===== src/shared/fdi_pkg.sv =====
`default_nettype none
package fdi_pkg;

  // ****************************************************************
  // clock and timing
  // ****************************************************************
  localparam int CLK_PERIOD_NS = 25;
  localparam int TMR_W         = 25;

  function automatic int cyc_up(input int t_ns);
    int c;
    c = (t_ns + CLK_PERIOD_NS - 1) / CLK_PERIOD_NS;
    return (c < 1) ? 1 : c;
  endfunction

  function automatic int cyc_dn(input int t_ns);
    int c;
    c = t_ns / CLK_PERIOD_NS;
    return (c < 1) ? 1 : c;
  endfunction

  localparam int T_SIDE_NS      = 100_000;
  localparam int T_TRK0_NS      = 2_800_000;
  localparam int T_IDX_PW_NS    = 1_500_000;
  localparam int T_READY_NS     = 505_000_000;
  localparam int T_SEEK_NS      = 15_800_000;
  localparam int T_STEP_NS      = 18_000_000;
  localparam int T_ERASE_2M_NS  = 650_000;
  localparam int T_ERASE_1M_NS  = 690_000;
  localparam int T_RD_PW_NS     = 150;

  localparam int SIDE_CYC       = cyc_up(T_SIDE_NS);
  localparam int TRK0_CYC       = cyc_up(T_TRK0_NS);
  localparam int IDX_PW_CYC     = cyc_up(T_IDX_PW_NS);
  localparam int READY_CYC      = cyc_dn(T_READY_NS);
  localparam int SEEK_CYC       = cyc_up(T_SEEK_NS);
  localparam int STEP_CYC       = cyc_up(T_STEP_NS);
  localparam int ERASE_2M_CYC   = cyc_up(T_ERASE_2M_NS);
  localparam int ERASE_1M_CYC   = cyc_up(T_ERASE_1M_NS);
  localparam int RD_PW_CYC      = cyc_up(T_RD_PW_NS);

  // ****************************************************************
  // register map
  // ****************************************************************
  localparam logic [7:0] CTRL_OFS   = 8'h00;
  localparam logic [7:0] STATUS_OFS = 8'h04;

  localparam int CTRL_MODE_LSB = 0;
  localparam int CTRL_POL_BIT  = 2;
  localparam logic [2:0] CTRL_RST = 3'h0;

  localparam int ST_READY    = 0;
  localparam int ST_SEEK     = 1;
  localparam int ST_RD_OK    = 2;
  localparam int ST_WMODE    = 3;
  localparam int ST_DCHG     = 4;
  localparam int ST_DENS_2M  = 5;
  localparam int ST_SIDE1    = 6;
  localparam int ST_TRK0     = 7;
  localparam int ST_WPROT    = 8;
  localparam int ST_CFG_ERR  = 9;
  localparam int ST_W        = 10;

  localparam logic [1:0] RESP_OKAY   = 2'h0;
  localparam logic [1:0] RESP_SLVERR = 2'h2;
  localparam logic [1:0] RESP_DECERR = 2'h3;

  typedef enum logic [1:0] {
    DENS_HOST,
    DENS_AUTO,
    DENS_AUTO_RPT,
    DENS_COMBINED
  } fdi_dens_t;

endpackage
`default_nettype wire

===== src/hw/fdi_drive_if.sv =====
`timescale 1ns/1ps
`default_nettype none
module fdi_drive_if #(
  parameter int unsigned ADDR_W     = 8,
  parameter int unsigned SIDE_CYC   = fdi_pkg::SIDE_CYC,
  parameter int unsigned TRK0_CYC   = fdi_pkg::TRK0_CYC,
  parameter int unsigned IDX_PW_CYC = fdi_pkg::IDX_PW_CYC,
  parameter int unsigned READY_CYC  = fdi_pkg::READY_CYC,
  parameter int unsigned SEEK_CYC   = fdi_pkg::SEEK_CYC,
  parameter int unsigned STEP_CYC   = fdi_pkg::STEP_CYC,
  parameter int unsigned ERASE2_CYC = fdi_pkg::ERASE_2M_CYC,
  parameter int unsigned ERASE1_CYC = fdi_pkg::ERASE_1M_CYC,
  parameter int unsigned RD_PW_CYC  = fdi_pkg::RD_PW_CYC
) (
  // clock and reset
  input  wire logic              aclk,
  input  wire logic              aresetn,
  // axi4-lite write address
  input  wire logic [ADDR_W-1:0] s_axi_awaddr,
  input  wire logic [2:0]        s_axi_awprot,
  input  wire logic              s_axi_awvalid,
  output logic                   s_axi_awready,
  // axi4-lite write data
  input  wire logic [31:0]       s_axi_wdata,
  input  wire logic [3:0]        s_axi_wstrb,
  input  wire logic              s_axi_wvalid,
  output logic                   s_axi_wready,
  // axi4-lite write response
  output logic [1:0]             s_axi_bresp,
  output logic                   s_axi_bvalid,
  input  wire logic              s_axi_bready,
  // axi4-lite read address
  input  wire logic [ADDR_W-1:0] s_axi_araddr,
  input  wire logic [2:0]        s_axi_arprot,
  input  wire logic              s_axi_arvalid,
  output logic                   s_axi_arready,
  // axi4-lite read data
  output logic [31:0]            s_axi_rdata,
  output logic [1:0]             s_axi_rresp,
  output logic                   s_axi_rvalid,
  input  wire logic              s_axi_rready,
  // host interface inputs, active low
  input  wire logic              drive_sel_n,
  input  wire logic              motor_on_n,
  input  wire logic              dir_out_n,
  input  wire logic              step_n,
  input  wire logic              write_gate_n,
  input  wire logic              write_data_n,
  input  wire logic              side_sel_n,
  // density pin, two-way
  input  wire logic              density_pin_i,
  output logic                   density_pin_o,
  output logic                   density_pin_oe,
  // host interface outputs, active low
  output logic                   index_n,
  output logic                   home_track_flag_n,
  output logic                   read_data_n,
  output logic                   write_prot_n,
  output logic                   disk_change_n,
  output logic                   ready_n,
  // drive mechanics sense
  input  wire logic              power_ok,
  input  wire logic              disk_present,
  input  wire logic              chuck_done,
  input  wire logic              index_sense,
  input  wire logic              track0_sense,
  input  wire logic              wp_hole_open,
  input  wire logic              hd_hole_open,
  input  wire logic              read_detect,
  // head and channel control
  output logic                   head_side1,
  output logic                   write_pulse,
  output logic                   write_mode,
  output logic                   density_2mb
);

  localparam int TW = fdi_pkg::TMR_W;

  // ****************************************************************
  // elaboration checks
  // ****************************************************************
  if (ADDR_W < 8 || ADDR_W > 32) begin : g_chk_addr
    $error("ADDR_W out of range");
  end
  if (SIDE_CYC < 1 || TRK0_CYC < 1 || IDX_PW_CYC < 1 || READY_CYC < 1 ||
      SEEK_CYC < 1 || STEP_CYC < 1 || ERASE2_CYC < 1 || ERASE1_CYC < 1 ||
      RD_PW_CYC < 1) begin : g_chk_min
    $error("timing counts must be at least one cycle");
  end
  if (READY_CYC >= (1 << TW) || STEP_CYC >= (1 << TW) || IDX_PW_CYC >= (1 << TW) ||
      RD_PW_CYC > 255 || SEEK_CYC > STEP_CYC) begin : g_chk_max
    $error("timing counts do not fit the timers");
  end

  function automatic logic [TW-1:0] tmr_dec(input logic [TW-1:0] c);
    return (c == '0) ? '0 : c - TW'(1);
  endfunction

  // word select with every address bit above the map required zero
  function automatic logic reg_hit(input logic [ADDR_W-1:0] a, input logic [7:0] ofs);
    return ((a >> 8) == '0) && (a[7:2] == ofs[7:2]);
  endfunction

  // ****************************************************************
  // input edges and decoded levels
  // ****************************************************************
  logic step_n_r, wdata_n_r, wgate_r, side_r, idx_r, disk_r, motor_r;
  logic sel, motor, wgate, side1;
  assign sel   = ~drive_sel_n;
  assign motor = ~motor_on_n;
  assign wgate = ~write_gate_n;
  assign side1 = ~side_sel_n;

  always_ff @(posedge aclk) begin
    if (!aresetn) begin
      step_n_r  <= 1'b1;
      wdata_n_r <= 1'b1;
      wgate_r   <= 1'b0;
      side_r    <= 1'b0;
      idx_r     <= 1'b0;
      disk_r    <= 1'b0;
      motor_r   <= 1'b0;
    end else begin
      step_n_r  <= step_n;
      wdata_n_r <= write_data_n;
      wgate_r   <= wgate;
      side_r    <= side1;
      idx_r     <= index_sense;
      disk_r    <= disk_present;
      motor_r   <= motor;
    end
  end

  logic wp_lvl, step_end, step_ok, side_chg, wg_fall, idx_rise;
  assign wp_lvl   = disk_present & wp_hole_open;
  assign step_end = step_n & ~step_n_r & sel;
  // step ignored while writing or stepping out past track zero
  assign step_ok  = step_end & ~(wgate & ~wp_lvl) & ~(track0_sense & ~dir_out_n);
  assign side_chg = side1 ^ side_r;
  assign wg_fall  = wgate_r & ~wgate;
  assign idx_rise = index_sense & ~idx_r;

  // ****************************************************************
  // registers
  // ****************************************************************
  logic [2:0] ctrl_r;
  fdi_pkg::fdi_dens_t mode;
  logic pol_low, cfg_err;
  assign mode    = fdi_pkg::fdi_dens_t'(ctrl_r[fdi_pkg::CTRL_MODE_LSB +: 2]);
  assign pol_low = ctrl_r[fdi_pkg::CTRL_POL_BIT];
  assign cfg_err = pol_low & (mode == fdi_pkg::DENS_AUTO ||
                              mode == fdi_pkg::DENS_AUTO_RPT);

  // ****************************************************************
  // timers
  // ****************************************************************
  logic [TW-1:0] side_t, trk0_t, seek_t, step_t, erase_t, ready_t;

  always_ff @(posedge aclk) begin
    if (!aresetn) begin
      side_t  <= '0;
      trk0_t  <= '0;
      seek_t  <= '0;
      step_t  <= '0;
    end else begin
      side_t <= side_chg ? TW'(SIDE_CYC) : tmr_dec(side_t);
      trk0_t <= step_ok  ? TW'(TRK0_CYC) : tmr_dec(trk0_t);
      seek_t <= step_ok  ? TW'(SEEK_CYC) : tmr_dec(seek_t);
      step_t <= step_ok  ? TW'(STEP_CYC) : tmr_dec(step_t);
    end
  end

  always_ff @(posedge aclk) begin
    if (!aresetn) begin
      erase_t <= '0;
    end else if (wgate) begin
      erase_t <= '0;
    end else if (wg_fall) begin
      erase_t <= density_2mb ? TW'(ERASE2_CYC) : TW'(ERASE1_CYC);
    end else begin
      erase_t <= tmr_dec(erase_t);
    end
  end

  // ****************************************************************
  // ready state
  // ****************************************************************
  logic motor_done, idx_seen, ready_st;
  always_ff @(posedge aclk) begin
    if (!aresetn) begin
      ready_t    <= '0;
      motor_done <= 1'b0;
      idx_seen   <= 1'b0;
    end else if (!motor || !disk_present) begin
      ready_t    <= '0;
      motor_done <= 1'b0;
      idx_seen   <= 1'b0;
    end else begin
      if (!motor_r) begin
        ready_t <= TW'(READY_CYC);
      end else begin
        ready_t <= tmr_dec(ready_t);
      end
      if (motor_r && ready_t == TW'(1)) begin
        motor_done <= 1'b1;
      end
      if (idx_rise) begin
        idx_seen <= 1'b1;
      end
    end
  end
  assign ready_st = power_ok & disk_present & chuck_done & motor & motor_done
                    & idx_seen;

  logic seek_done, rd_ok;
  assign seek_done = (seek_t == '0);
  // the gate release cycle is blocked too, the erase timer only loads there
  assign rd_ok = sel & ~wgate & ~wgate_r & (erase_t == '0) & ready_st & seek_done
                 & (side_t == '0) & (step_t == '0);

  // ****************************************************************
  // write path
  // ****************************************************************
  logic wmode;
  assign wmode = wgate & sel & ~wp_lvl;

  always_ff @(posedge aclk) begin
    if (!aresetn) begin
      write_mode  <= 1'b0;
      write_pulse <= 1'b0;
      head_side1  <= 1'b0;
    end else begin
      write_mode  <= wmode;
      write_pulse <= wmode & ~write_data_n & wdata_n_r;
      head_side1  <= side1;
    end
  end

  // ****************************************************************
  // index and read pulses
  // ****************************************************************
  logic [TW-1:0] idx_pw_t;
  logic [7:0]    rd_pw_t;
  always_ff @(posedge aclk) begin
    if (!aresetn) begin
      idx_pw_t <= '0;
      index_n  <= 1'b1;
    end else begin
      if (idx_rise && sel && ready_st && seek_done) begin
        idx_pw_t <= TW'(IDX_PW_CYC);
        index_n  <= 1'b0;
      end else begin
        idx_pw_t <= tmr_dec(idx_pw_t);
        index_n  <= ~(sel && idx_pw_t > TW'(1));
      end
    end
  end

  always_ff @(posedge aclk) begin
    if (!aresetn) begin
      rd_pw_t     <= '0;
      read_data_n <= 1'b1;
    end else begin
      if (read_detect && rd_ok) begin
        rd_pw_t     <= 8'(RD_PW_CYC);
        read_data_n <= 1'b0;
      end else begin
        rd_pw_t     <= (rd_pw_t == '0) ? '0 : rd_pw_t - 8'h01;
        read_data_n <= ~(rd_ok && rd_pw_t > 8'h01);
      end
    end
  end

  // ****************************************************************
  // level outputs
  // ****************************************************************
  logic dchg;
  always_ff @(posedge aclk) begin
    if (!aresetn) begin
      dchg <= 1'b1;
    end else if (!disk_present && disk_r) begin
      dchg <= 1'b1;
    end else if (disk_present && step_end) begin
      dchg <= 1'b0;
    end
  end

  always_ff @(posedge aclk) begin
    if (!aresetn) begin
      home_track_flag_n <= 1'b1;
      write_prot_n      <= 1'b1;
      disk_change_n     <= 1'b1;
      ready_n           <= 1'b1;
    end else begin
      home_track_flag_n <= ~(sel & track0_sense & (trk0_t == '0));
      write_prot_n      <= ~(sel & wp_lvl);
      disk_change_n     <= ~(sel & dchg);
      ready_n           <= ~(sel & ready_st);
    end
  end

  // ****************************************************************
  // density handshake
  // ****************************************************************
  logic host_2mb, disk_type_hi;
  assign host_2mb     = density_pin_i ^ pol_low;
  assign disk_type_hi = (hd_hole_open | ~disk_present) ^ pol_low;

  always_ff @(posedge aclk) begin
    if (!aresetn) begin
      density_2mb    <= 1'b0;
      density_pin_o  <= 1'b0;
      density_pin_oe <= 1'b0;
    end else begin
      density_pin_o <= disk_type_hi;
      if (cfg_err) begin
        density_2mb    <= host_2mb;
        density_pin_oe <= 1'b0;
      end else begin
        unique case (mode)
          fdi_pkg::DENS_HOST: begin
            density_2mb    <= host_2mb;
            density_pin_oe <= 1'b0;
          end
          fdi_pkg::DENS_AUTO: begin
            density_2mb    <= disk_present & hd_hole_open;
            density_pin_oe <= 1'b0;
          end
          fdi_pkg::DENS_AUTO_RPT: begin
            density_2mb    <= disk_present & hd_hole_open;
            density_pin_oe <= 1'b1;
          end
          fdi_pkg::DENS_COMBINED: begin
            density_2mb    <= host_2mb;
            density_pin_oe <= 1'b1;
          end
        endcase
      end
    end
  end

  // ****************************************************************
  // axi4-lite slave
  // ****************************************************************
  logic              aw_got, w_got;
  logic [ADDR_W-1:0] aw_addr;
  logic [31:0]       w_data;
  logic [3:0]        w_strb;

  always_ff @(posedge aclk) begin
    if (!aresetn) begin
      s_axi_awready <= 1'b0;
      s_axi_wready  <= 1'b0;
      aw_got        <= 1'b0;
      w_got         <= 1'b0;
      aw_addr       <= '0;
      w_data        <= 32'h0;
      w_strb        <= 4'h0;
    end else begin
      if (s_axi_awvalid && s_axi_awready) begin
        s_axi_awready <= 1'b0;
        aw_got        <= 1'b1;
        aw_addr       <= s_axi_awaddr;
      end else if (!aw_got && !s_axi_bvalid) begin
        s_axi_awready <= 1'b1;
      end
      if (s_axi_wvalid && s_axi_wready) begin
        s_axi_wready <= 1'b0;
        w_got        <= 1'b1;
        w_data       <= s_axi_wdata;
        w_strb       <= s_axi_wstrb;
      end else if (!w_got && !s_axi_bvalid) begin
        s_axi_wready <= 1'b1;
      end
      if (aw_got && w_got) begin
        aw_got <= 1'b0;
        w_got  <= 1'b0;
      end
    end
  end

  always_ff @(posedge aclk) begin
    if (!aresetn) begin
      ctrl_r       <= fdi_pkg::CTRL_RST;
      s_axi_bvalid <= 1'b0;
      s_axi_bresp  <= fdi_pkg::RESP_OKAY;
    end else if (aw_got && w_got) begin
      s_axi_bvalid <= 1'b1;
      if (reg_hit(aw_addr, fdi_pkg::CTRL_OFS)) begin
        if (w_strb[0]) begin
          ctrl_r <= w_data[2:0];
        end
        s_axi_bresp <= fdi_pkg::RESP_OKAY;
      end else if (reg_hit(aw_addr, fdi_pkg::STATUS_OFS)) begin
        s_axi_bresp <= fdi_pkg::RESP_SLVERR;
      end else begin
        s_axi_bresp <= fdi_pkg::RESP_DECERR;
      end
    end else if (s_axi_bvalid && s_axi_bready) begin
      s_axi_bvalid <= 1'b0;
    end
  end

  logic [fdi_pkg::ST_W-1:0] status;
  always_comb begin
    status                       = '0;
    status[fdi_pkg::ST_READY]    = ready_st;
    status[fdi_pkg::ST_SEEK]     = seek_done;
    status[fdi_pkg::ST_RD_OK]    = rd_ok;
    status[fdi_pkg::ST_WMODE]    = wmode;
    status[fdi_pkg::ST_DCHG]     = dchg;
    status[fdi_pkg::ST_DENS_2M]  = density_2mb;
    status[fdi_pkg::ST_SIDE1]    = side1;
    status[fdi_pkg::ST_TRK0]     = track0_sense & (trk0_t == '0);
    status[fdi_pkg::ST_WPROT]    = wp_lvl;
    status[fdi_pkg::ST_CFG_ERR]  = cfg_err;
  end

  always_ff @(posedge aclk) begin
    if (!aresetn) begin
      s_axi_arready <= 1'b0;
      s_axi_rvalid  <= 1'b0;
      s_axi_rdata   <= 32'h0;
      s_axi_rresp   <= fdi_pkg::RESP_OKAY;
    end else if (s_axi_arvalid && s_axi_arready) begin
      s_axi_arready <= 1'b0;
      s_axi_rvalid  <= 1'b1;
      if (reg_hit(s_axi_araddr, fdi_pkg::CTRL_OFS)) begin
        s_axi_rdata <= {29'h0, ctrl_r};
        s_axi_rresp <= fdi_pkg::RESP_OKAY;
      end else if (reg_hit(s_axi_araddr, fdi_pkg::STATUS_OFS)) begin
        s_axi_rdata <= {22'h0, status};
        s_axi_rresp <= fdi_pkg::RESP_OKAY;
      end else begin
        s_axi_rdata <= 32'h0;
        s_axi_rresp <= fdi_pkg::RESP_DECERR;
      end
    end else if (s_axi_rvalid && s_axi_rready) begin
      s_axi_rvalid <= 1'b0;
    end else if (!s_axi_rvalid) begin
      s_axi_arready <= 1'b1;
    end
  end

endmodule
`default_nettype wire


===== config.mk =====
export PLATFORM = sky130hd
export DESIGN_NAME = fdi_drive_if
export DESIGN_NICKNAME = d
export VERILOG_FILES = /design/src/shared/fdi_pkg.sv /design/src/hw/fdi_drive_if.sv
export SDC_FILE = /design/constraint.sdc
export NUM_CORES = 1
export LEC_CHECK = 0
export BUFFER_PORTS_ARGS = -buffer_cell sky130_fd_sc_hd__buf_2
export CAP_MARGIN = 0
export CELL_PAD_IN_SITES_DETAIL_PLACEMENT = 1
export CELL_PAD_IN_SITES_GLOBAL_PLACEMENT = 1
export CORE_AREA = 3 3 135 202
export DETAILED_ROUTE_END_ITERATION = 8
export DIE_AREA = 0 0 138 205
export PLACE_DENSITY = 0.72
export SLEW_MARGIN = 20
export SYNTH_ARGS = -nofsm -noshare
export SYNTH_HDL_FRONTEND = slang
export SYNTH_SLANG_ARGS = --single-unit

===== constraint.sdc =====
create_clock -name aclk -period 5.2 [get_ports aclk]
set_clock_uncertainty 0.05 [all_clocks]
set_input_delay 0.26 -clock aclk [delete_from_list [all_inputs] [get_ports aclk]]
set_output_delay 0.26 -clock aclk [all_outputs]
set_load 0.02 [all_outputs]

==> results of run 1 <==
## sequential cells by signal, summed over array words and instances, names as in the netlist, 2 cells and up
signal and cells:
idx_pw_t 25, aw_addr 6, side_t 25, s_axi_rdata 10
rd_pw_t 8, erase_t 25, s_axi_bresp 2, step_t 25
ready_t 25, w_data 3, ctrl_r 3, seek_t 25
trk0_t 25
## path summary, 6_finish.rpt
| path | from | endpoint | slack (ns) | cells past startpoint |
|---|---|---|---|---|
| max | erase_t[6] | erase_t[10] | 2.11 | 5 |
| min | write_gate_n | wgate_r | 0.02 | 2 |
| min reg2reg | dchg | disk_change_n | 0.39 | 1 |
| max reg2reg | erase_t[6] | erase_t[10] | 2.11 | 5 |
## through the flow
stage               instance area, sq um  power [W]
floorplan                          10500    0.00479
global placement                   10900    0.00523
detailed placement                 10900    0.00532
CTS                                12000    0.00720
global route                       12000    0.00768
finish                             12000    0.00711
## critical path, delay by kind of cell (launching register included)
kind / cells / cell delay (ns)
AND/OR/NAND/NOR: 3 / 1.69
flip-flops: 1 / 0.33
AO/OA/AOI/OAI: 2 / 0.86
## cells by family (layout without fill, tap and decap cells)
kind of cell             Yosys count  count (layout)  share of synthesized area, %
flip-flops                       237             237                          45.4
adder cells (fa/ha/maj)           20              20                          2.39
XOR/XNOR                         154             154                          12.9
AO/OA/AOI/OAI                    129             129                          8.15
other                              1              22                        0.0359
multiplexers                       8               8                         0.778
AND/OR/NAND/NOR                  533             533                          25.8
buffers and inverters             93             164                          4.56
## routing by layer
metal / global-route usage, % / share of wire [%]
met4: 4.87 / 2.0
met2: 34.1 / 55
met5: 0 / 0
met1: 18.3 / 40
met3: 2.31 / 3.6
## cells in the final DEF (no fill, tap or decap), drive strengths merged, types with 5 or more instances in the layout
master	Yosys	layout
conb	1	22
nor3	61	61
nand4	5	5
and2	8	8
xnor2	115	115
a21boi	13	13
nand2	73	73
nor2	182	182
nor2b	15	15
or3	30	30
nor4	50	50
xor2	39	39
nand2b	17	17
buf	36	72
nor4b	10	10
or4	23	23
inv	28	28
mux2i	7	7
clkbuf	29	30
a21oi	24	24
or2	8	8
clkinv	0	8
nand3	27	27
o22ai	6	6
dlygate4sd3	0	21
or3b	5	5
o21a	12	12
o21ai	48	48
dfxtp	237	237
and3	5	5
ha	20	20
## power by group
| group | leakage [nW] | internal [W] | total (W) | switching, W |
|---|---|---|---|---|
| combinational | 2.42 | 0.00117 | 0.00267 | 0.00150 |
| sequential | 1.94 | 0.00223 | 0.00263 | 0.000397 |
| clock | 0.406 | 0.00107 | 0.00181 | 0.000736 |
| total | 4.76 | 0.00447 | 0.00711 | 0.00263 |
## area by class of cell
type	instances	area, sq um
clock inverter	13	153
timing repair buffer	93	578
clock buffer	30	674
sequential	237	4740
fill	3029	13800
tap	333	417
inverter	28	105
multi-input combinational	866	5310
## cell usage after synthesis (all sizes together), types with 3 or more instances
library cell,count
nand4b,3
o21ai,48
nor2b,15
nor2,182
nand3,27
inv,28
nand4,5
o31ai,4
or3,30
a21oi,24
xor2,39
nor4,50
nand2,73
and2,8
xnor2,115
or4,23
o211a,4
nor3,61
clkbuf,29
o21a,12
or3b,5
a32o,4
and3,5
buf,36
o22ai,6
ha,20
nor3b,3
nor4b,10
a21boi,13
mux2i,7
nand2b,17
or2,8
dfxtp,237
## what timing repair did
| action | 4_1_cts | 5_1_grt |
|---|---|---|
| hold endpoints to repair | 27 | 0 |
| hold buffers | 21 | 0 |
| setup buffers | 0 | 0 |
==> impl_metrics.yaml, run 1 <==
status:
  status: "complete, no violations"
synthesis:
  synthCells: 1175
  synth_ff_type: "dfxtp_1"
  synthDistinctLibCells: 62
  ys_ff_latch: 237
  synth_area_leaders: "dfxtp_1, xnor2_1, nor2_1"
  netlist_area_sq_um: 10500
  synth_top_area_share_pct: 45.4
  async_flop_share_pct: 0
  yosysWarnings: 0
  avgSynthCellArea_sq_um: 8.90
  synth_seq_area_share_pct: 45.4
  yosysTopAreaCell: "dfxtp_1"
  synth_edf_count: 0
clock_tree:
  cts.sinks: 237
  htree_levels: 1
  insertion_delay_ns: 0.52
  clockBufferDepth: 3
  cts_resized: 0
  cts-root-buf: "clkbuf_16"
  tritoncts: "done"
  clk_pin_slew_worst_paths_ns: 0.06
  cts_buffers: 25
drt:
  via_per_inst: 5.19
  first_iter_violations: 226
  wl_per_cell_um: 15.3
  drc: 0
  routed_wl_um: 24500
  via_count: 8300
  drtAntennaViolNets: 0
  dr.pass1.iters: 4
sta:
  tightest_slew_ns: 0.796
  hold_viol_final: 0
  setup-tns-final_ns: 0
  finalSetupViolCount: 0
  relSlewSlack_pct: 46.5
  rsz0062_at_grt: "false"
  hold_ws_ns: 0.0154
  max_freq_mhz: 324
  maxSlewViolCount: 0
  setup_slack_ns: 2.11
  fin_crit_sh_pct: 59.4
  fin_crit_ns: 3.09
place:
  dpl.hpwl_um: 17400
  post-place-ws_ns: 2.13
  place_congestion: 0.763
  place_inst: 1536
  portBuffers: 69
critical_path:
  arrival_ns: 3.40
  max_stage_delay_ns: 0.73
  crit_required_ns: 5.51
  crit_chain: "nor4_1 > nand3_1 > o311ai_1 > or2_1 > o22ai_1"
  cp-end-kind: "flop"
  critPathKind: "reg2reg"
  crit_path_max_fanout: 19
  startpoint_type: "flop"
  crit_slowest_cell: "o311ai_1"
floorplan:
  coreArea_sq_um: 25800
  initial_core_util_pct: 40.6
  num_rows: 72
  die-area_sq_um: 28300
  die_h_um: 205
  die_w_um: 138
  ios: 134
final_layout:
  layout.nets: 1352
  layout.cells.non_filler: 1600
  fin_util_pct: 46.5
  area_growth_pct: 14.6
  drive_gt1_share_pct: 10.8
  diodes: 0
global_routing:
  track_usage_pct: 17.0
  grt.overflow.total: 0
  antenna_found_initial: 0
  grt_max_degree: 41
  grt_pass1_wl_um: 41000
  grt_pass1_vias: 8540
power_and_ir_drop:
  power.density_nw_per_um2: 593
  vdd_drop_max_mv: 0.278
  leakage_nw: 4.76
run:
  maxCapViolations: 0
hold_path:
  hold_path_class: "in2reg"
Power figures use the tool's default switching activity.
==> inputs of run 2 (changes only) <==
==> constraint.sdc (replaced) <==
create_clock -name aclk -period 3 [get_ports aclk]
set_clock_uncertainty 0.05 [all_clocks]
set_input_delay 0.15 -clock aclk [delete_from_list [all_inputs] [get_ports aclk]]
set_output_delay 0.15 -clock aclk [all_outputs]
set_load 0.02 [all_outputs]
==> impl_metrics.yaml, run 2 (synthesis gave the netlist of run 1 again) <==
drt:
  wl_per_cell_um: 15.8
  drc: 0
  via_count: 8495
  dr.pass1.iters: 4
  via_per_inst: 5.17
  drtAntennaViolNets: 0
  first_iter_violations: 263
  routed_wl_um: 25900
global_routing:
  antenna_found_initial: 0
  track_usage_pct: 17.9
  grt.overflow.total: 0
  grt_pass1_vias: 8880
  grt_pass1_wl_um: 43100
  grt_max_degree: 36
power_and_ir_drop:
  power_frac_seq_pct: 36.3
  switching_share_pct: 37.2
  combPwrFrac_pct: 38.7
  clkPwrFrac_pct: 25.0
  p_int_w: 0.00790
  vdd_drop_max_mv: 0.499
  p_sw_w: 0.00467
  totalPowerFinal_w: 0.0126
  power.density_nw_per_um2: 1020
  leakage_nw: 4.93
sta:
  setup-tns-final_ns: 0
  fin_crit_sh_pct: 90.7
  rsz0062_at_grt: "false"
  hold_ws_ns: 0.0228
  fin_crit_ns: 2.72
  maxSlewViolCount: 0
  max_freq_mhz: 367
  relSlewSlack_pct: 51.4
  hold_viol_final: 0
  tightest_slew_ns: 0.723
  finalSetupViolCount: 0
hold_path:
  min_from: "aresetn"
  worstHoldPathCells: 2
  hold_end: "trk0_t[8]"
  hold_path_class: "in2reg"
final_layout:
  diodes: 0
  layout_commonest_cell: "dfxtp_1"
  area_growth_pct: 18.4
  final_cell_mix: "dfxtp_1, nor2_1, xnor2_1"
  drive_gt1_share_pct: 11.8
  layout.nets: 1395
  fill_cells: 3037
floorplan:
  die_h_um: 205
  die_w_um: 138
  num_rows: 72
  initial_core_util_pct: 40.6
  coreArea_sq_um: 25800
  ios: 134
  die-area_sq_um: 28300
clock_tree:
  cts.sinks: 237
  clockBufferDepth: 3
  cts_buffers: 25
  htree_levels: 1
  cts-root-buf: "clkbuf_16"
  clk_pin_slew_worst_paths_ns: 0.07
  cts_resized: 0
  tritoncts: "done"
  insertion_delay_ns: 0.53
critical_path:
  r2r_end: "read_data_n"
  arrival_ns: 3.03
  max_stage_delay_ns: 0.61
  reg2reg_from: "side_t[17]"
  crit_required_ns: 3.31
  crit_path_max_fanout: 10
  rrSetupSlack_ns: 0.28
  startpoint_type: "flop"
  cp-end-kind: "flop"
  critPathKind: "reg2reg"
  crit_slowest_cell: "or4_1"
  rr_worst_depth: 5
  crit_chain: "or4_1 > or4_4 > nor4_1 > and4_1 > o311ai_0"
run:
  maxCapViolations: 0
status:
  status: "complete, no violations"
place:
  dpl.hpwl_um: 17900
  place_congestion: 0.762
  portBuffers: 69
==> run 2: cell count changes in the layout (fill, tap and decap cells not counted), sizes merged <==
cell / before / now
buf: 72 / 90
clkinvlp: 2 / 1
clkinv: 8 / 4
inv: 28 / 31
dlygate4sd3: 21 / 46
clkbuf: 30 / 32
bufinv: 3 / 2
==> run 2: stage by stage <==
step | setup slack (ns) | cell area [sq um] | utilization, % | instances
3_3_place_gp | 0.356 | 11100 | 43.0 | 1554
3_5_place_dp | 0.270 | 11100 | 43.0 | 1554
4_1_cts | 0.259 | 12400 | 48.0 | 1642
2_1_floorplan | 0.495 | 10500 | - | 1196
6_report | 0.279 | 12400 | 48.0 | 1642
5_1_grt | 0.0739 | 12400 | 48.0 | 1642
==> run 2: cell type report <==
class	count	area, sq um	share of cell area, %
multi-input combinational	866	5310	42.9
sequential	237	4740	38.3
timing repair buffer	136	963	7.78
clock buffer	32	702	5.67
tap	333	417	3.37
clock inverter	10	131	1.06
inverter	28	105	0.849
==> run 2: how the worst max path moves through the flow <==
| stage | slack (ns) | to | start | depth (start not counted) |
|---|---|---|---|---|
| floorplan | 0.49 | side_t[19] | side_t[12] | 8 |
| global placement | 0.36 | read_data_n | side_t[17] | 5 |
| detailed placement | 0.27 | read_data_n | side_t[17] | 5 |
| CTS | 0.26 | read_data_n | side_t[17] | 5 |
| global route | 0.07 | read_data_n | side_t[17] | 5 |
| finish | 0.28 | read_data_n | side_t[17] | 5 |
==> run 2: per-layer routing <==
metal | share of wire [%] | track usage [%] | vias up
li1 | - | - | 4213
met1 | 41 | 19.6 | 4147
met2 | 54 | 35.4 | 105
met3 | 3.4 | 2.66 | 30
met4 | 2.0 | 4.91 | 0
met5 | 0 | 0 | -
==> run 2: power by group through the flow <==
stage               Sequential, W  Clock, W  Combinational (W)
floorplan                 0.00445         0            0.00385
detailed placement        0.00462         0            0.00482
finish                    0.00457   0.00314            0.00486
global route              0.00467   0.00337            0.00552
CTS                       0.00457   0.00324            0.00492
global placement          0.00458         0            0.00468
==> run 2: critical path, delay by kind of cell, from the launching register on <==
kind	cells	cell delay [ns]
compound gates	1	0.21
flops	1	0.34
simple gates	4	1.96
==> run 2: timing repair <==
| action | CTS | global route |
|---|---|---|
| endpoints found under the setup margin | 0 | 0 |
| buffers inserted | 0 | 0 |
| hold endpoints to repair | 44 | 0 |
| hold buffers | 46 | 0 |
==> inputs of run 3 (changes only) <==
--- a/config.mk
+++ b/config.mk
@@ -17,3 +17,4 @@
 export SYNTH_ARGS = -nofsm -noshare
 export SYNTH_HDL_FRONTEND = slang
 export SYNTH_SLANG_ARGS = --single-unit
+export TNS_END_PERCENT = 100
==> constraint.sdc (replaced) <==
create_clock -name aclk -period 2.76 [get_ports aclk]
set_clock_uncertainty 0.05 [all_clocks]
set_input_delay 0.138 -clock aclk [delete_from_list [all_inputs] [get_ports aclk]]
set_output_delay 0.138 -clock aclk [all_outputs]
set_load 0.02 [all_outputs]
==> impl_metrics.yaml, run 3 (synthesis gave the netlist of run 1 again) <==
final_layout:
  final_cell_mix: "dfxtp_1, nor2_1, xnor2_1"
  layout.nets: 1400
  fill_cells: 3025
  layout.cells.non_filler: 1649
  drive_gt1_share_pct: 12.6
  area_growth_pct: 18.7
  fin_util_pct: 48.2
  layout_commonest_cell: "dfxtp_1"
  diodes: 0
drt:
  via_count: 8487
  routed_wl_um: 25200
  first_iter_violations: 258
  dr.pass1.iters: 4
  drc: 0
  via_per_inst: 5.15
  wl_per_cell_um: 15.3
  drtAntennaViolNets: 0
hold_path:
  worstHoldPathCells: 3
  hold_path_class: "in2reg"
global_routing:
  grt_pass1_vias: 9028
  grt_pass1_wl_um: 43100
  grt_max_degree: 25
  track_usage_pct: 17.9
  antenna_found_initial: 0
  grt.overflow.total: 0
sta:
  hold_ws_ns: 0.0196
  max_freq_mhz: 393
  fin_crit_ns: 2.54
  maxSlewViolCount: 0
  relSlewSlack_pct: 56.6
  setup-tns-final_ns: 0
  tightest_slew_ns: 0.646
  finalSetupViolCount: 0
  fin_crit_sh_pct: 92.1
  hold_viol_final: 0
  rsz0062_at_grt: "false"
critical_path:
  critPathKind: "reg2reg"
  startpoint_type: "flop"
  crit_path_max_fanout: 17
  crit_required_ns: 3.10
  cp-end-kind: "flop"
  rr_worst_depth: 5
  arrival_ns: 2.88
power_and_ir_drop:
  power.density_nw_per_um2: 1100
  p_int_w: 0.00863
  vdd_drop_max_mv: 0.502
  p_sw_w: 0.00503
  power_frac_seq_pct: 36.2
  totalPowerFinal_w: 0.0137
  leakage_nw: 4.96
  combPwrFrac_pct: 39.0
  switching_share_pct: 36.8
  clkPwrFrac_pct: 24.7
clock_tree:
  insertion_delay_ns: 0.52
  post-cts-setup-buffer-count: 0
  cts.sinks: 237
  cts-root-buf: "clkbuf_16"
  htree_levels: 1
  clk_pin_slew_worst_paths_ns: 0.06
  cts_buffers: 24
  tritoncts: "done"
  clockBufferDepth: 3
floorplan:
  die_h_um: 205
  num_rows: 72
  initial_core_util_pct: 40.6
  die_w_um: 138
  die-area_sq_um: 28300
  ios: 134
  coreArea_sq_um: 25800
run:
  maxCapViolations: 0
place:
  place_congestion: 0.760
  dpl.hpwl_um: 17900
  portBuffers: 69
  place_inst: 1564
status:
  status: "complete, no violations"
-- run 3: critical path: stages, from the launching register on --
cell and delay (ns):
dfxtp_1 0.34, or3_1 0.43, or4_1 0.53, or4_4 0.53, o21ai_4 0.41, nor2_1 0.12
-- run 3: power groups by stage --
stage	Combinational, W	Clock, W	Sequential (W)
after floorplan	0.00419	0	0.00484
after global placement	0.00515	0	0.00496
after detailed placement	0.00529	0	0.00500
after CTS	0.00541	0.00347	0.00495
after global routing	0.00608	0.00362	0.00506
final	0.00533	0.00338	0.00495
-- run 3: what timing repair did --
item / in CTS / in global routing
hold endpoints to repair: 45 / 0
resized for setup: 1 / 1
setup endpoints to repair: 1 / 1
pin swaps: 0 / 0
hold buffers: 42 / 0
-- run 3: final cells by class --
type	instances	area [sq um]	area share, %
clock buffer	29	661	5.32
inverter	28	105	0.847
tap	333	417	3.36
multi-input combinational	866	5320	42.8
clock inverter	14	153	1.23
sequential	237	4740	38.2
timing repair buffer	142	1010	8.15
-- run 3: per-stage QoR --
stage,area (sq um),worst slack (ns)
after global placement,11200,0.127
after CTS,12400,0.132
final,12400,0.218
after floorplan,10500,0.255
after detailed placement,11200,0.0240
after global routing,12400,0.0645
-- run 3: final timing paths --
path	from	end	slack, ns
worst max-delay path	trk0_t[9]	trk0_t[5]	0.22
worst min-delay path	drive_sel_n	index_n	0.02
worst max register to register	trk0_t[9]	trk0_t[5]	0.22
worst min register to register	s_axi_rdata[7]	s_axi_rdata[7]	0.40
-- run 3: routing by layer --
metal	global-route usage [%]	routed length (um)	up-vias
met5	0	0	-
met4	4.77	435	0
met1	19.5	10200	4123
met3	2.36	879	28
li1	-	-	4224
met2	35.8	13700	112
